===== config.mk =====
export PLATFORM = sky130hd
export DESIGN_NAME = qdp_top
export DESIGN_NICKNAME = d
export VERILOG_FILES = /design/src/core/qdp_pkg.sv /design/src/core/qdp_pack_if.sv /design/src/core/qdp_byte_mask.sv /design/src/core/qdp_top.sv
export VERILOG_INCLUDE_DIRS = /design/src /design/src/core
export SDC_FILE = /design/constraint.sdc
export NUM_CORES = 1
export LEC_CHECK = 0
export BUFFER_PORTS_ARGS = -buffer_cell sky130_fd_sc_hd__buf_2
export CORE_ASPECT_RATIO = 0.75
export CORE_MARGIN = 2
export CORE_UTILIZATION = 48
export DETAILED_ROUTE_END_ITERATION = 10
export GPL_TIMING_DRIVEN = 0
export MAX_ROUTING_LAYER = met4
export PLACE_DENSITY = 0.82
export SKIP_CTS_REPAIR_TIMING = 1
export SLEW_MARGIN = 0
export SYNTH_ARGS = -nofsm -noshare
export SYNTH_HDL_FRONTEND = slang
export SYNTH_SLANG_ARGS = --single-unit

===== constraint.sdc =====
create_clock -name mclk_i -period 5.9 [get_ports mclk_i]
set_clock_uncertainty 0.05 [all_clocks]
set_input_delay 1.18 -clock mclk_i [delete_from_list [all_inputs] [get_ports mclk_i]]
set_output_delay 1.18 -clock mclk_i [all_outputs]
set_load 0.05 [all_outputs]

===== src/core/qdp_map.svh =====
// Register offsets, field positions and reset values of the queue data port
`ifndef QDP_MAP_SVH
`define QDP_MAP_SVH

// ----------------------------------------------------------------
// Register offsets (byte addresses)
// ----------------------------------------------------------------
`define QDP_ADDR_W 10
`define QDP_OFS_PACKET_SIZE 10'h004
`define QDP_OFS_TRANSMIT_SETUP 10'h008
`define QDP_OFS_TRANSMIT_DATA 10'h00c
`define QDP_OFS_RECEIVE_DATA 10'h010
`define QDP_OFS_CHAIN_POINTERS 10'h018

// ----------------------------------------------------------------
// Field positions
// ----------------------------------------------------------------
`define QDP_SETUP_ENDIAN_BIT 24
`define QDP_SETUP_START_HI 19
`define QDP_SETUP_START_LO 18
`define QDP_SETUP_END_HI 17
`define QDP_SETUP_END_LO 16
`define QDP_SETUP_COUNT_HI 13
`define QDP_SETUP_COUNT_LO 0
`define QDP_PTR_LAST_HI 22
`define QDP_PTR_LAST_LO 16
`define QDP_PTR_FIRST_HI 6
`define QDP_PTR_FIRST_LO 0
`define QDP_SIZE_HI 15
`define QDP_SIZE_LO 0

// ----------------------------------------------------------------
// Reset values and widths
// ----------------------------------------------------------------
`define QDP_COUNT_W 14
`define QDP_PTR_W 7
`define QDP_SIZE_W 16
`define QDP_RST_COUNT 14'h0000
`define QDP_RST_OFFSET 2'h0
`define QDP_RST_PTR 7'h00
`define QDP_RST_SIZE 16'h0000
`define QDP_RST_WORD 32'h0000_0000
`define QDP_WORD_BYTES 3'h4

`endif


===== src/core/qdp_pkg.sv =====
// Types shared by the queue data port modules
`default_nettype none

package qdp_pkg;

    // Transmit byte order of a data word
    typedef enum logic {
        QDP_LSB_FIRST,
        QDP_MSB_FIRST
    } qdp_order_t;

    // Byte offset inside one 32-bit word
    typedef logic [1:0] qdp_ofs_t;

    // Number of valid bytes in one word, 0 to 4
    typedef logic [2:0] qdp_nbytes_t;

endpackage : qdp_pkg

`default_nettype wire


===== src/core/qdp_pack_if.sv =====
// Interface between the port controller and the byte masking unit
`default_nettype none

interface qdp_pack_if;
    import qdp_pkg::*;

    logic [31:0] word;
    qdp_order_t order;
    qdp_nbytes_t lead;
    qdp_nbytes_t trail;
    logic [31:0] out_word;
    logic [3:0] out_mask;
    qdp_nbytes_t out_count;

    // Controller side
    modport ctrl (
        output word,
        output order,
        output lead,
        output trail,
        input out_word,
        input out_mask,
        input out_count
    );

    // Masking unit side
    modport mask (
        input word,
        input order,
        input lead,
        input trail,
        output out_word,
        output out_mask,
        output out_count
    );
endinterface : qdp_pack_if

`default_nettype wire


===== src/core/qdp_byte_mask.sv =====
// Byte reordering and lead/trail masking of one transmit word
`default_nettype none

module qdp_byte_mask
    import qdp_pkg::*;
(
    // Packing link
    qdp_pack_if.mask pk
);

    // ----------------------------------------------------------------
    // Reorder so that lane 0 is always the first byte on the wire
    // ----------------------------------------------------------------
    genvar gi;
    generate
        for (gi = 0; gi < 4; gi = gi + 1)
        begin : g_lane
            // Lane gi keeps its byte when it sits between the lead and trail cuts
            assign pk.out_word[gi*8 +: 8] = (pk.order == QDP_MSB_FIRST) ?
                pk.word[(3-gi)*8 +: 8] : pk.word[gi*8 +: 8];
            assign pk.out_mask[gi] = (3'(gi) >= pk.lead) &&
                (3'(gi) < (3'h4 - pk.trail));
        end
    endgenerate

    // Count of kept bytes, used to walk down the packet size
    always_comb
    begin
        pk.out_count = '0;
        for (int i = 0; i < 4; i++)
        begin
            pk.out_count = pk.out_count + qdp_nbytes_t'(pk.out_mask[i]);
        end
    end

endmodule : qdp_byte_mask

`default_nettype wire


===== src/core/qdp_top.sv =====
// Host data port of one buffer chain: setup, transmit push, receive pop, pointers
//
// Summary of operation
// Byte-order bit picks first transmitted byte
// Drop start-offset leading bytes from first word
// Start offset used while count nonzero, self-clears
// Drop end-offset trailing bytes when count zero
// End offset persists until host clears it
// Packet size remainder below four overrides end
// Countdown decrements per write, holds at zero
// Host loads countdown with writes minus one
// Host sets control and size before setup
// Transmit data write appends word to chain
// Receive data read pops next chain word
// Readable writable seven-bit first, last pointers
// Host writes packet size before adding packet
// Setup write loads all fields at once
`default_nettype none
`include "qdp_map.svh"

module qdp_top
    import qdp_pkg::*;
(
    // Clock and reset
    input wire logic mclk_i,
    input wire logic rst_i,

    // Host register port
    input wire logic [`QDP_ADDR_W-1:0] host_addr_i,
    input wire logic host_wr_i,
    input wire logic host_rd_i,
    input wire logic [31:0] host_wdata_i,
    output logic [31:0] host_rdata_o,

    // Transmit words into the buffer chain
    output logic tx_push_o,
    output logic [31:0] tx_word_o,
    output logic [3:0] tx_byte_en_o,

    // Receive words out of the buffer chain
    input wire logic [31:0] rx_word_i,
    output logic rx_pop_o,

    // Chain pointers as seen by the block allocator
    output logic [`QDP_PTR_W-1:0] chain_first_o,
    output logic [`QDP_PTR_W-1:0] chain_last_o
);

    // ----------------------------------------------------------------
    // Register state
    // ----------------------------------------------------------------
    logic [`QDP_COUNT_W-1:0] count_ff;
    qdp_ofs_t start_ofs_ff;
    qdp_ofs_t end_ofs_ff;
    qdp_order_t order_ff;
    logic [`QDP_SIZE_W-1:0] size_ff;
    logic [`QDP_PTR_W-1:0] first_ff;
    logic [`QDP_PTR_W-1:0] last_ff;
    logic [31:0] rdata_ff;
    logic push_ff;
    logic [31:0] tx_word_ff;
    logic [3:0] tx_be_ff;

    // ----------------------------------------------------------------
    // Access decode
    // ----------------------------------------------------------------
    logic wr_size;
    logic wr_setup;
    logic wr_data;
    logic wr_ptr;
    logic rd_rx;

    assign wr_size = host_wr_i && (host_addr_i == `QDP_OFS_PACKET_SIZE);
    assign wr_setup = host_wr_i && (host_addr_i == `QDP_OFS_TRANSMIT_SETUP);
    assign wr_data = host_wr_i && (host_addr_i == `QDP_OFS_TRANSMIT_DATA);
    assign wr_ptr = host_wr_i && (host_addr_i == `QDP_OFS_CHAIN_POINTERS);
    assign rd_rx = host_rd_i && (host_addr_i == `QDP_OFS_RECEIVE_DATA);

    // ----------------------------------------------------------------
    // Byte masking of the word being written
    // ----------------------------------------------------------------
    qdp_pack_if pk ();

    logic count_zero;
    logic size_short;
    logic [`QDP_SIZE_W-1:0] nxt_size;

    assign count_zero = (count_ff == `QDP_RST_COUNT);
    // Fewer than a word of packet left: the remainder decides the cut
    assign size_short = (size_ff < `QDP_SIZE_W'(`QDP_WORD_BYTES));

    always_comb
    begin
        pk.word = host_wdata_i;
        pk.order = order_ff;
        // Leading cut only while more writes are still expected
        pk.lead = count_zero ? 3'h0 : {1'b0, start_ofs_ff};
        if (size_short)
        begin
            // Keep exactly the bytes the packet still owes
            pk.trail = `QDP_WORD_BYTES - 3'(size_ff) - pk.lead;
        end
        else if (count_zero)
        begin
            pk.trail = {1'b0, end_ofs_ff};
        end
        else
        begin
            pk.trail = 3'h0;
        end
    end

    qdp_byte_mask u_mask (
        .pk(pk.mask)
    );

    // Remaining packet size walks down by kept bytes, never below zero
    always_comb
    begin
        if (size_ff > `QDP_SIZE_W'(pk.out_count))
        begin
            nxt_size = size_ff - `QDP_SIZE_W'(pk.out_count);
        end
        else
        begin
            nxt_size = `QDP_RST_SIZE;
        end
    end

    // ----------------------------------------------------------------
    // Packet size register
    // ----------------------------------------------------------------
    // Host loads the byte length ahead of the setup write
    always_ff @(posedge mclk_i)
    begin
        if (rst_i)
        begin
            size_ff <= `QDP_RST_SIZE;
        end
        else if (wr_size)
        begin
            size_ff <= host_wdata_i[`QDP_SIZE_HI:`QDP_SIZE_LO];
        end
        else if (wr_data)
        begin
            size_ff <= nxt_size;
        end
    end

    // ----------------------------------------------------------------
    // Transmit setup: countdown and offsets
    // ----------------------------------------------------------------
    // Countdown: a setup write wins, else one step per data write
    always_ff @(posedge mclk_i)
    begin
        if (rst_i)
        begin
            count_ff <= `QDP_RST_COUNT;
        end
        else if (wr_setup)
        begin
            count_ff <= host_wdata_i[`QDP_SETUP_COUNT_HI:`QDP_SETUP_COUNT_LO];
        end
        else if (wr_data && !count_zero)
        begin
            count_ff <= count_ff - `QDP_COUNT_W'(1);
        end
    end

    // Start offset is spent by the first write that uses it
    always_ff @(posedge mclk_i)
    begin
        if (rst_i)
        begin
            start_ofs_ff <= `QDP_RST_OFFSET;
        end
        else if (wr_setup)
        begin
            start_ofs_ff <= host_wdata_i[`QDP_SETUP_START_HI:`QDP_SETUP_START_LO];
        end
        else if (wr_data && !count_zero)
        begin
            start_ofs_ff <= `QDP_RST_OFFSET;
        end
    end

    // End offset and byte order change only by a setup write
    always_ff @(posedge mclk_i)
    begin
        if (rst_i)
        begin
            end_ofs_ff <= `QDP_RST_OFFSET;
            order_ff <= QDP_LSB_FIRST;
        end
        else if (wr_setup)
        begin
            end_ofs_ff <= host_wdata_i[`QDP_SETUP_END_HI:`QDP_SETUP_END_LO];
            order_ff <= qdp_order_t'(host_wdata_i[`QDP_SETUP_ENDIAN_BIT]);
        end
    end

    // ----------------------------------------------------------------
    // Transmit push toward the chain
    // ----------------------------------------------------------------
    // Registered so the chain sees word and lanes in one clean cycle
    always_ff @(posedge mclk_i)
    begin
        if (rst_i)
        begin
            push_ff <= 1'b0;
            tx_word_ff <= `QDP_RST_WORD;
            tx_be_ff <= 4'h0;
        end
        else
        begin
            push_ff <= wr_data;
            if (wr_data)
            begin
                tx_word_ff <= pk.out_word;
                tx_be_ff <= pk.out_mask;
            end
        end
    end

    // ----------------------------------------------------------------
    // Chain pointers
    // ----------------------------------------------------------------
    always_ff @(posedge mclk_i)
    begin
        if (rst_i)
        begin
            first_ff <= `QDP_RST_PTR;
            last_ff <= `QDP_RST_PTR;
        end
        else if (wr_ptr)
        begin
            first_ff <= host_wdata_i[`QDP_PTR_FIRST_HI:`QDP_PTR_FIRST_LO];
            last_ff <= host_wdata_i[`QDP_PTR_LAST_HI:`QDP_PTR_LAST_LO];
        end
    end

    // ----------------------------------------------------------------
    // Read data
    // ----------------------------------------------------------------
    // Read data lands one cycle after the strobe; unmapped reads give zero
    always_ff @(posedge mclk_i)
    begin
        if (rst_i)
        begin
            rdata_ff <= `QDP_RST_WORD;
        end
        else if (host_rd_i)
        begin
            rdata_ff <= `QDP_RST_WORD;
            unique case (host_addr_i)
                `QDP_OFS_PACKET_SIZE:
                begin
                    rdata_ff[`QDP_SIZE_HI:`QDP_SIZE_LO] <= size_ff;
                end
                `QDP_OFS_TRANSMIT_SETUP:
                begin
                    rdata_ff[`QDP_SETUP_ENDIAN_BIT] <= order_ff;
                    rdata_ff[`QDP_SETUP_START_HI:`QDP_SETUP_START_LO] <= start_ofs_ff;
                    rdata_ff[`QDP_SETUP_END_HI:`QDP_SETUP_END_LO] <= end_ofs_ff;
                    rdata_ff[`QDP_SETUP_COUNT_HI:`QDP_SETUP_COUNT_LO] <= count_ff;
                end
                `QDP_OFS_RECEIVE_DATA:
                begin
                    rdata_ff <= rx_word_i;
                end
                `QDP_OFS_CHAIN_POINTERS:
                begin
                    rdata_ff[`QDP_PTR_FIRST_HI:`QDP_PTR_FIRST_LO] <= first_ff;
                    rdata_ff[`QDP_PTR_LAST_HI:`QDP_PTR_LAST_LO] <= last_ff;
                end
                default:
                begin
                    rdata_ff <= `QDP_RST_WORD;
                end
            endcase
        end
    end

    // ----------------------------------------------------------------
    // Outputs
    // ----------------------------------------------------------------
    // Pop is combinational so the chain advances in the read cycle itself
    assign rx_pop_o = rd_rx;
    assign host_rdata_o = rdata_ff;
    assign tx_push_o = push_ff;
    assign tx_word_o = tx_word_ff;
    assign tx_byte_en_o = tx_be_ff;
    assign chain_first_o = first_ff;
    assign chain_last_o = last_ff;

endmodule : qdp_top

`default_nettype wire


==> run metrics, run 1 <==
Post-synth ARST share 0; Die Wd 133 um; first-pass GRT wire length 32400 um; Final ANT Viol Nets 0; slew margin rel. 0.144; Final WS setup 0.173 ns; power per cell area approximately 250 mW/mm^2; number of filler cells placed in the layout 1055; CTS Buf Count 17; minimum clock period around 5.7 ns; final hold violation count 0; flip-flop and latch count after synthesis 118; Tot GR Track Use 0.327; Mapped Cells 707; via count roughly 6.5k; Ys Warns 0; Worst path max stage delay around 0.56 ns; cell taking the most area after synthesis dfxtp_1; Antenna diodes 0; Post-synth EDFFs 0; worst skew pair latency about 0.42 ns; Design Area, Final 0.00787 mm^2; area of the core approximately 0.012 mm^2; metal3 WL 2710 um; top cell type's share of synthesized area 0.392; CP max stage cell or4_4; pin count of the biggest net entering global routing 17; max_cap viols 0; Std-Cell Rows 35; Worst Path Arrival between 5 and 6 ns; CTS clk-pin slew, worst paths ~0.06 ns; CP bufs+invs 6; Num Clock Sinks roughly 120; Final setup viols 0; Port Buffer Count between 150 and 200; crit path capture type flip-flop; Worst Hold Class flip-flop to flip-flop; Setup WS pre-CTS -1.16 ns; share of layout cells above drive strength 1 0.263; leakage 3.04 nW; syn_nets 797; Crit Path Class flip-flop to flip-flop; DRC Markers 0; Seq/Total Area, Yosys 0.392; Post-DP Area about 0.007 mm^2; Reg2Reg Setup Slack around 0.17 ns; final WL approximately 22000 um; drt initial violations 830; Via density around 6.1; unique cell type count in the Yosys netlist 57; storage element area between 0.002 and 0.0025 mm^2; synthesized area roughly 0.006 mm^2; setup_tns 0 ns; placed cells between 1k and 1.5k; WP data required just over 6 ns; First-pass DRT Iterations 6; maximum clock path buffer count 2; footprint of the multi-input gates about 0.0036 mm^2; Mean Syn Cell Area between 8 and 9 um^2; kind of start point of the critical path flip-flop; Max rail drop VDD between 200 and 250 uV; nets a little under 1k; met1 wire length 9640 um; metal2 WL between 8000 and 9000 um; global route overflow 0; vias in the first global route between 5k and 6k; # IOs 162; Wirelength per Cell between 20 and 25 um; Period Utilization, post-route 0.971; Initial Util 0.491; cell family with most CP delay adder cells; Final Core Density 0.642; Clock Root Buffer clkbuf_16; Synth Flop Type dfxtp_1; Final Max Slew Viols 0; overall die area between 0.01 and 0.015 mm^2; CTS tree done; crit path max fanout 6; largest cells by area after synthesis dfxtp_1, mux2i_1, nor2_1; chip height a little over 100 um; H-tree Lvls 4; maximum clock rate between 150 and 200 MHz; actual slew at the worst max-slew pin between 1 and 1.5 ns; DR top layer met4; dpl hpwl 16200 um; initial antenna violation count 0; routability cong. between 1 and 1.5; Area Growth Syn to Fin 30.7%; Final Non-Filler Cells between 1k and 1.5k; status complete, no violations
Yosys cell counts (14+ instances only):
library cell	instances
a21oi_1	33
o21ai_0	23
mux2i_1	58
nand2_1	31
a211oi_1	39
inv_1	16
dfxtp_1	118
nor2_1	116
clkbuf_1	47
nand3_1	19
nor3_1	19
a22o_1	14
nor2b_1	14
a22oi_1	27
routing by layer:
layer	vias to the layer above	track usage
met4	0	0.0917
met1	3050	0.458
met2	437	0.459
li1	2984	-
met5	-	-
met3	39	0.0920
registers in the layout, summed over array words and instances (netlist names):
register       count
end_ofs_ff         2
size_ff           16
host_rdata_o      32
tx_push_o          1
start_ofs_ff       2
tx_word_o         32
chain_last_o       7
order_ff           1
count_ff          14
tx_byte_en_o       4
chain_first_o      7
final cells by class:
class	count	share of cell area
well taps	166	0.0264
clock inverters	14	0.0164
flip-flops and latches	118	0.301
multi-input cells	518	0.455
clock buffers	18	0.0558
repair buffers	168	0.111
plain buffers	53	0.0270
inverters	17	0.00811
path summary, 6_finish.rpt:
path              cells after the start            start         endpoint
setup reg to reg                     28      count_ff[7]       size_ff[3]
hold / removal                        2  tx_byte_en_o[1]  tx_byte_en_o[1]
setup / recovery                     28      count_ff[7]       size_ff[3]
hold reg to reg                       2  tx_byte_en_o[1]  tx_byte_en_o[1]
power breakdown:
part	switching [mW]	leakage [nW]	internal, mW
clock network	0.400	0.272	0.591
logic	0.0929	1.82	0.0497
registers	0.000766	0.951	0.798
cells in the final DEF, fill, tap and decap left out, types with 7 or more instances in the layout:
cell / count
a22o_1: 14
mux2i_1: 58
buf_2: 160
o21ai_0: 19
nand3_1: 19
ha_1: 7
inv_1: 15
nand2_1: 29
clkbuf_16: 17
a21oi_1: 32
nor2_1: 114
a31oi_1: 10
clkbuf_1: 46
buf_4: 9
nor3_1: 17
a22oi_1: 27
o22ai_1: 8
a211oi_1: 39
o2bb2ai_1: 8
dfxtp_1: 117
nor2b_1: 14
worst register-to-register path, delay by kind of cell (launching register included):
kind / cells / cell delay (ns)
AOI/OAI and AO/OA: 5 / 0.82
xor gates and xnor gates: 1 / 0.25
adders and majority gates: 7 / 2.03
DFF: 1 / 0.36
buffers and inverters: 6 / 0.56
and+or+nand+nor: 9 / 1.51
per-stage QoR:
step | hold slack [ns] | total power, mW
global placement | 0.398 | 0.943
detailed placement | 0.404 | 0.944
floorplan | 0.395 | 0.880
finish | 0.409 | 1.93
global route | 0.442 | 1.97
CTS | 0.413 | 1.92
cell families after synthesis:
family,synth area share
XOR/XNOR,0.00707
AND/OR/NAND/NOR,0.196
multiplexers,0.106
adder cells (fa/ha/maj),0.0274
flip-flops,0.392
AO/OA/AOI/OAI,0.226
buffers and inverters,0.0461
No activity file was read; power rests on OpenSTA's default activity.
==> inputs of run 2 (changes only) <==
--- a/config.mk
+++ b/config.mk
@@ -13,7 +13,7 @@
 export DETAILED_ROUTE_END_ITERATION = 10
 export GPL_TIMING_DRIVEN = 0
 export MAX_ROUTING_LAYER = met4
-export PLACE_DENSITY = 0.82
+export PLACE_DENSITY_LB_ADDON = 0.08
 export SKIP_CTS_REPAIR_TIMING = 1
 export SLEW_MARGIN = 0
 export SYNTH_ARGS = -nofsm -noshare
==> run 2 against run 1 <==
  * The flow now finishes with violations (setup timing)
  * Maximum frequency down 3.1%
  * Cell count grew 0.75%
  * Critical path depth increased by 1
  * Sequential cell count unchanged
  * First-iteration DRC count is 9.9% lower
  * Register-to-register slack lost 0.19 ns
  * Non-clock buffer count is 9 higher
  * Worst setup slack lost 0.19 ns
  * Highest routed layer unchanged
==> run metrics, run 2 (synthesis results as in run 1) <==
status complete, but fails checks; failing checks setup timing; Hold Path Depth 2 (unchanged); final hold violation count 0 (unchanged); Net Sw Frac 0.261 (+0.00570); Final setup viols 3 (+3); Initial Util 0.491 (unchanged); H-tree Lvls 4 (unchanged); maximum clock rate 169 MHz (-3.1%); initial antenna violation count 0 (unchanged); maximum clock path buffer count 2 (unchanged); storage element area 0.00237 mm^2 (unchanged); CTS tree done; Reg2Reg Setup Slack -0.01 ns (-0.19 ns); slew margin rel. 0.336 (+0.193); dpl hpwl 16900 um (+4.5%); area of the core 0.0123 mm^2 (unchanged); Area Growth Syn to Fin 32.6%; Via density 6.03 (-0.66%); r2r endpoint size_ff[15]; Clock Root Buffer clkbuf_16; pin count of the biggest net entering global routing 17 (unchanged); worst skew pair latency 0.41 ns (about the same); vias in the first global route 5773 (-2.1%); share of layout cells above drive strength 1 0.282 (+0.0196); Period Utilization, post-route 1.00 (+0.0314); WP data required 6.11 ns (about the same); max_cap viols 0 (unchanged); Max rail drop VDD 190 uV (-21%); via count 6515 (+0.077%); actual slew at the worst max-slew pin 0.987 ns (-0.285 ns); # IOs 162 (unchanged); Wirelength per Cell 21.4 um (+6.1%); final WL 23100 um (+6.8%); cell-internal power 1.43 mW (-0.55%); crit path capture type flip-flop; Final Max Slew Viols 0 (unchanged); most common cell after layout, fill and taps aside buf_2; Die Wd 133 um (unchanged); clock power share 0.510 (-0.003); Flop pwr share 0.412 (about the same); reg-to-reg startpoint count_ff[10]; Final ANT Viol Nets 0 (unchanged); Crit Path Class flip-flop to flip-flop; number of filler cells placed in the layout 1072 (+1.6%); Antenna diodes 0 (unchanged); DRC Markers 0 (unchanged); first-pass GRT wire length 33500 um (+3.3%); minimum clock period 5.91 ns (+0.186 ns); drt initial violations 748 (-9.9%); kind of start point of the critical path flip-flop; overall die area 0.0135 mm^2 (unchanged); Hold Path Origin tx_byte_en_o[1]; CTS Buf Count 17 (unchanged); power per cell area 243 mW/mm^2 (-1.2%); leakage 3.09 nW (+1.6%); most frequent cells in the layout buf_2, dfxtp_1, nor2_1; routability cong. 0.982 (-1.8%); Register-to-Register Path Depth 29 (+3.6%); chip height 101 um (unchanged); Num Clock Sinks 118 (unchanged); Worst Hold Class flip-flop to flip-flop; First-pass DRT Iterations 5 (-1); Std-Cell Rows 35 (unchanged); Post-DP Area 0.00702 mm^2 (unchanged); Hold WS 0.408 ns (-0.000407 ns); Worst path max stage delay 0.58 ns (+0.02 ns); Logic pwr share 0.077 (+0.003); footprint of the multi-input gates 0.00362 mm^2 (+1.3%); global route overflow 0 (unchanged); Tot GR Track Use 0.339 (+0.0124); Worst Hold Endpoint tx_byte_en_o[1]; Port Buffer Count 158 (unchanged); Final WS setup -0.0125 ns (-0.186 ns); nets 992 (+0.92%); crit path max fanout 5 (-1); Design Area, Final 0.00798 mm^2 (+1.5%); switching power 506 uW (+2.5%); CP max stage cell or4_4; CTS clk-pin slew, worst paths 0.06 ns (about the same); Worst Path Arrival 6.13 ns (+0.18 ns)
## run 2: area by class of cell
type                    count  area share
flip-flops and latches    118       0.296
inverters                  17     0.00799
well taps                 166      0.0260
clock buffers              17      0.0533
repair buffers            177       0.119
multi-input cells         518       0.454
plain buffers              53      0.0271
clock inverters            14      0.0163
## run 2: worst max path at each step
stage	from	endpoint	slack [ns]	cells past startpoint
final	count_ff[10]	size_ff[15]	-0.01	29
after CTS	count_ff[8]	size_ff[13]	-1.25	27
after floorplan	count_ff[7]	size_ff[5]	0.06	27
after global routing	count_ff[10]	size_ff[5]	-0.20	29
after detailed placement	count_ff[8]	size_ff[13]	-1.21	27
after global placement	count_ff[8]	size_ff[13]	-1.20	27
## run 2: worst max-delay path, delay by kind of cell, from the launching register on
kind / cells / cell delay [ns]
fa+ha+maj: 7 / 2.14
simple gates: 8 / 1.68
compound gates: 6 / 0.68
buf+inv: 7 / 0.66
flops: 1 / 0.34
xor+xnor: 1 / 0.20
## run 2: layer usage
layer / up-vias / global-route usage / part of all wire
li1: 3030 / - / -
met1: 3089 / 0.487 / 0.46
met2: 365 / 0.480 / 0.43
met3: 31 / 0.0749 / 0.10
met4: 0 / 0.0876 / 0.016
met5: - / - / 0
## run 2: power groups by stage
stage	clock network [mW]	logic, mW	registers [mW]
floorplan	0	0.0592	0.820
global placement	0	0.126	0.816
detailed placement	0	0.128	0.816
CTS	0.991	0.130	0.799
global route	1.03	0.158	0.798
finish	0.989	0.150	0.799
## run 2: through the flow
step                      worst slack, ns  power, mW  cells  setup TNS, ns   util
final                             -0.0125       1.94   1080        -0.0168  0.651
after floorplan                    0.0625      0.880    707              0      -
after global placement              -1.20      0.943   1031         -17.26  0.573
after global routing               -0.196       1.99   1080          -2.13  0.651
after CTS                           -1.25       1.92   1062         -18.22  0.618
after detailed placement            -1.21      0.945   1031         -17.68  0.573
==> inputs of run 3 (changes only) <==
--- a/config.mk
+++ b/config.mk
@@ -9,7 +9,7 @@
 export BUFFER_PORTS_ARGS = -buffer_cell sky130_fd_sc_hd__buf_2
 export CORE_ASPECT_RATIO = 0.75
 export CORE_MARGIN = 2
-export CORE_UTILIZATION = 48
+export CORE_UTILIZATION = 35
 export DETAILED_ROUTE_END_ITERATION = 10
 export GPL_TIMING_DRIVEN = 0
 export MAX_ROUTING_LAYER = met4
==> run 3 against run 2 <==
  * The flow now finishes without violations
  * Critical path type unchanged
  * Critical path depth down 1
  * Largest cell class unchanged
  * Sequential cell count unchanged
  * Routed wire length up 3.1%
  * Critical endpoint is now size_ff[3]
==> run metrics, run 3 (synthesis results as in run 1) <==
overall die area 0.0183 mm^2 (+36%); Setup WS pre-CTS -1.20 ns (+0.0132 ns); H-tree Lvls 4 (unchanged); via count 6405 (-1.7%); first-pass GRT wire length 35900 um (+7.2%); leakage 3.09 nW (about the same); Wirelength per Cell 21.2 um (-0.88%); initial antenna violation count 0 (unchanged); vias in the first global route 6005 (+4.0%); crit path max fanout 6 (+1); maximum clock path buffer count 2 (unchanged); Worst Hold Endpoint tx_byte_en_o[1]; Reg2Reg Setup Slack 0.13 ns (+0.14 ns); share of layout cells above drive strength 1 0.269 (-0.0136); # IOs 162 (unchanged); Via density 5.70 (-5.5%); CTS Buf Count 17 (unchanged); final WL 23800 um (+3.1%); total power 2.07 mW (+7.0%); reg-to-reg startpoint count_ff[8]; Hold Path Depth 2 (unchanged); Final ANT Viol Nets 0 (unchanged); final hold violation count 0 (unchanged); r2r endpoint size_ff[3]; chip height 118 um (+16%); most common cell after layout, fill and taps aside buf_2; minimum clock period 5.77 ns (-0.143 ns); power per cell area 258 mW/mm^2 (+6.5%); most frequent cells in the layout buf_2, dfxtp_1, nor2_1; CTS tree done; crit path capture type flip-flop; Final setup viols 0 (-3); Worst path max stage delay 0.56 ns (-0.02 ns); Register-to-Register Path Depth 28 (-3.4%); Worst Path Arrival 6.00 ns (-0.13 ns); routing usage on met1 0.395 (-0.0922); WP data required 6.13 ns (+0.02 ns); Crit Path Class flip-flop to flip-flop; Final WS setup 0.130 ns (+0.143 ns); Clock Root Buffer clkbuf_16; Hold WS 0.402 ns (-0.00624 ns); pin count of the biggest net entering global routing 17 (unchanged); footprint of the multi-input gates 0.00359 mm^2 (-0.93%); Final Max Slew Viols 0 (unchanged); routability cong. 0.933 (-5.1%); setup_tns 0 ns (+0.0168 ns); Port Buffer Count 158 (unchanged); most frequent CP cell inv_1; First-pass DRT Iterations 5 (unchanged); DRC Markers 0 (unchanged); Worst Hold Class flip-flop to flip-flop; Die Wd 155 um (+17%); max_cap viols 0 (unchanged); Std-Cell Rows 41 (+17%); status complete, no violations; grt peak-use layer met1; slew margin rel. 0.338 (+0.00187); maximum clock rate 173 MHz (+2.5%); Initial Util 0.358 (-0.133); Area Growth Syn to Fin 33.1%; storage element area 0.00237 mm^2 (+0.11%); Period Utilization, post-route 0.978 (-0.0242); global route overflow 0 (unchanged); worst skew pair latency 0.42 ns (about the same); number of filler cells placed in the layout 1700 (+59%); Max rail drop VDD 173 uV (-9.3%); Tot GR Track Use 0.265 (-0.0738); Hold Path Origin tx_byte_en_o[1]; actual slew at the worst max-slew pin 0.985 ns (-0.00216 ns); Num Clock Sinks 118 (unchanged); GRT met2 Usage 0.368 (-0.112); kind of start point of the critical path flip-flop; drt initial violations 512 (-32%); CTS clk-pin slew, worst paths 0.06 ns (about the same); Antenna diodes 0 (unchanged); nets 985 (-0.71%); met3 usage 0.0545 (-0.0204); area of the core 0.0168 mm^2 (+37%); dpl hpwl 18000 um (+6.8%); CP max stage cell or4_4
==> run 3: power by group <==
group | switching [mW] | total, mW | internal (mW)
Clock | 0.418 | 1.13 | 0.711
Sequential | 0.000831 | 0.798 | 0.798
Combinational | 0.0946 | 0.145 | 0.0503
Total | 0.513 | 2.07 | 1.56
==> run 3: layer usage <==
metal  up-vias  share of wire
met1      3085           0.49
met3        17          0.080
met5         -              0
met2       312           0.42
met4         0         0.0088
li1       2991              -
==> run 3: layout make-up <==
cell class                 count  share of cell area
buffer                        53              0.0265
clock buffer                  18              0.0535
clock inverter                14              0.0250
inverter                      17             0.00796
multi-input combinational    518               0.448
sequential                   118               0.295
tap                          215              0.0336
timing repair buffer         170               0.110
==> run 3: worst max-delay path by stage <==
stage                     start     endpoint  cells after the start
finish              count_ff[8]   size_ff[3]                     28
detailed placement  count_ff[7]  size_ff[13]                     27
global placement    count_ff[7]  size_ff[13]                     27
CTS                 count_ff[7]  size_ff[13]                     27
floorplan           count_ff[7]   size_ff[5]                     27
global route        count_ff[8]   size_ff[5]                     28
==> run 3: through the flow <==
stage / utilization / area (um^2) / instances
3_5_place_dp: 0.421 / 7090 / 1081
2_1_floorplan: - / 6020 / 707
4_1_cts: 0.459 / 7720 / 1113
3_3_place_gp: 0.421 / 7080 / 1080
6_report: 0.477 / 8020 / 1123
5_1_grt: 0.477 / 8020 / 1123
==> run 3: worst max-delay path: cells and delay by family, from the launching register on <==
family | cells | cell delay (ns)
xor+xnor | 1 | 0.17
simple gates | 10 | 1.73
compound gates | 4 | 0.64
buf+inv | 6 | 0.53
flops | 1 | 0.36
fa+ha+maj | 7 | 2.11
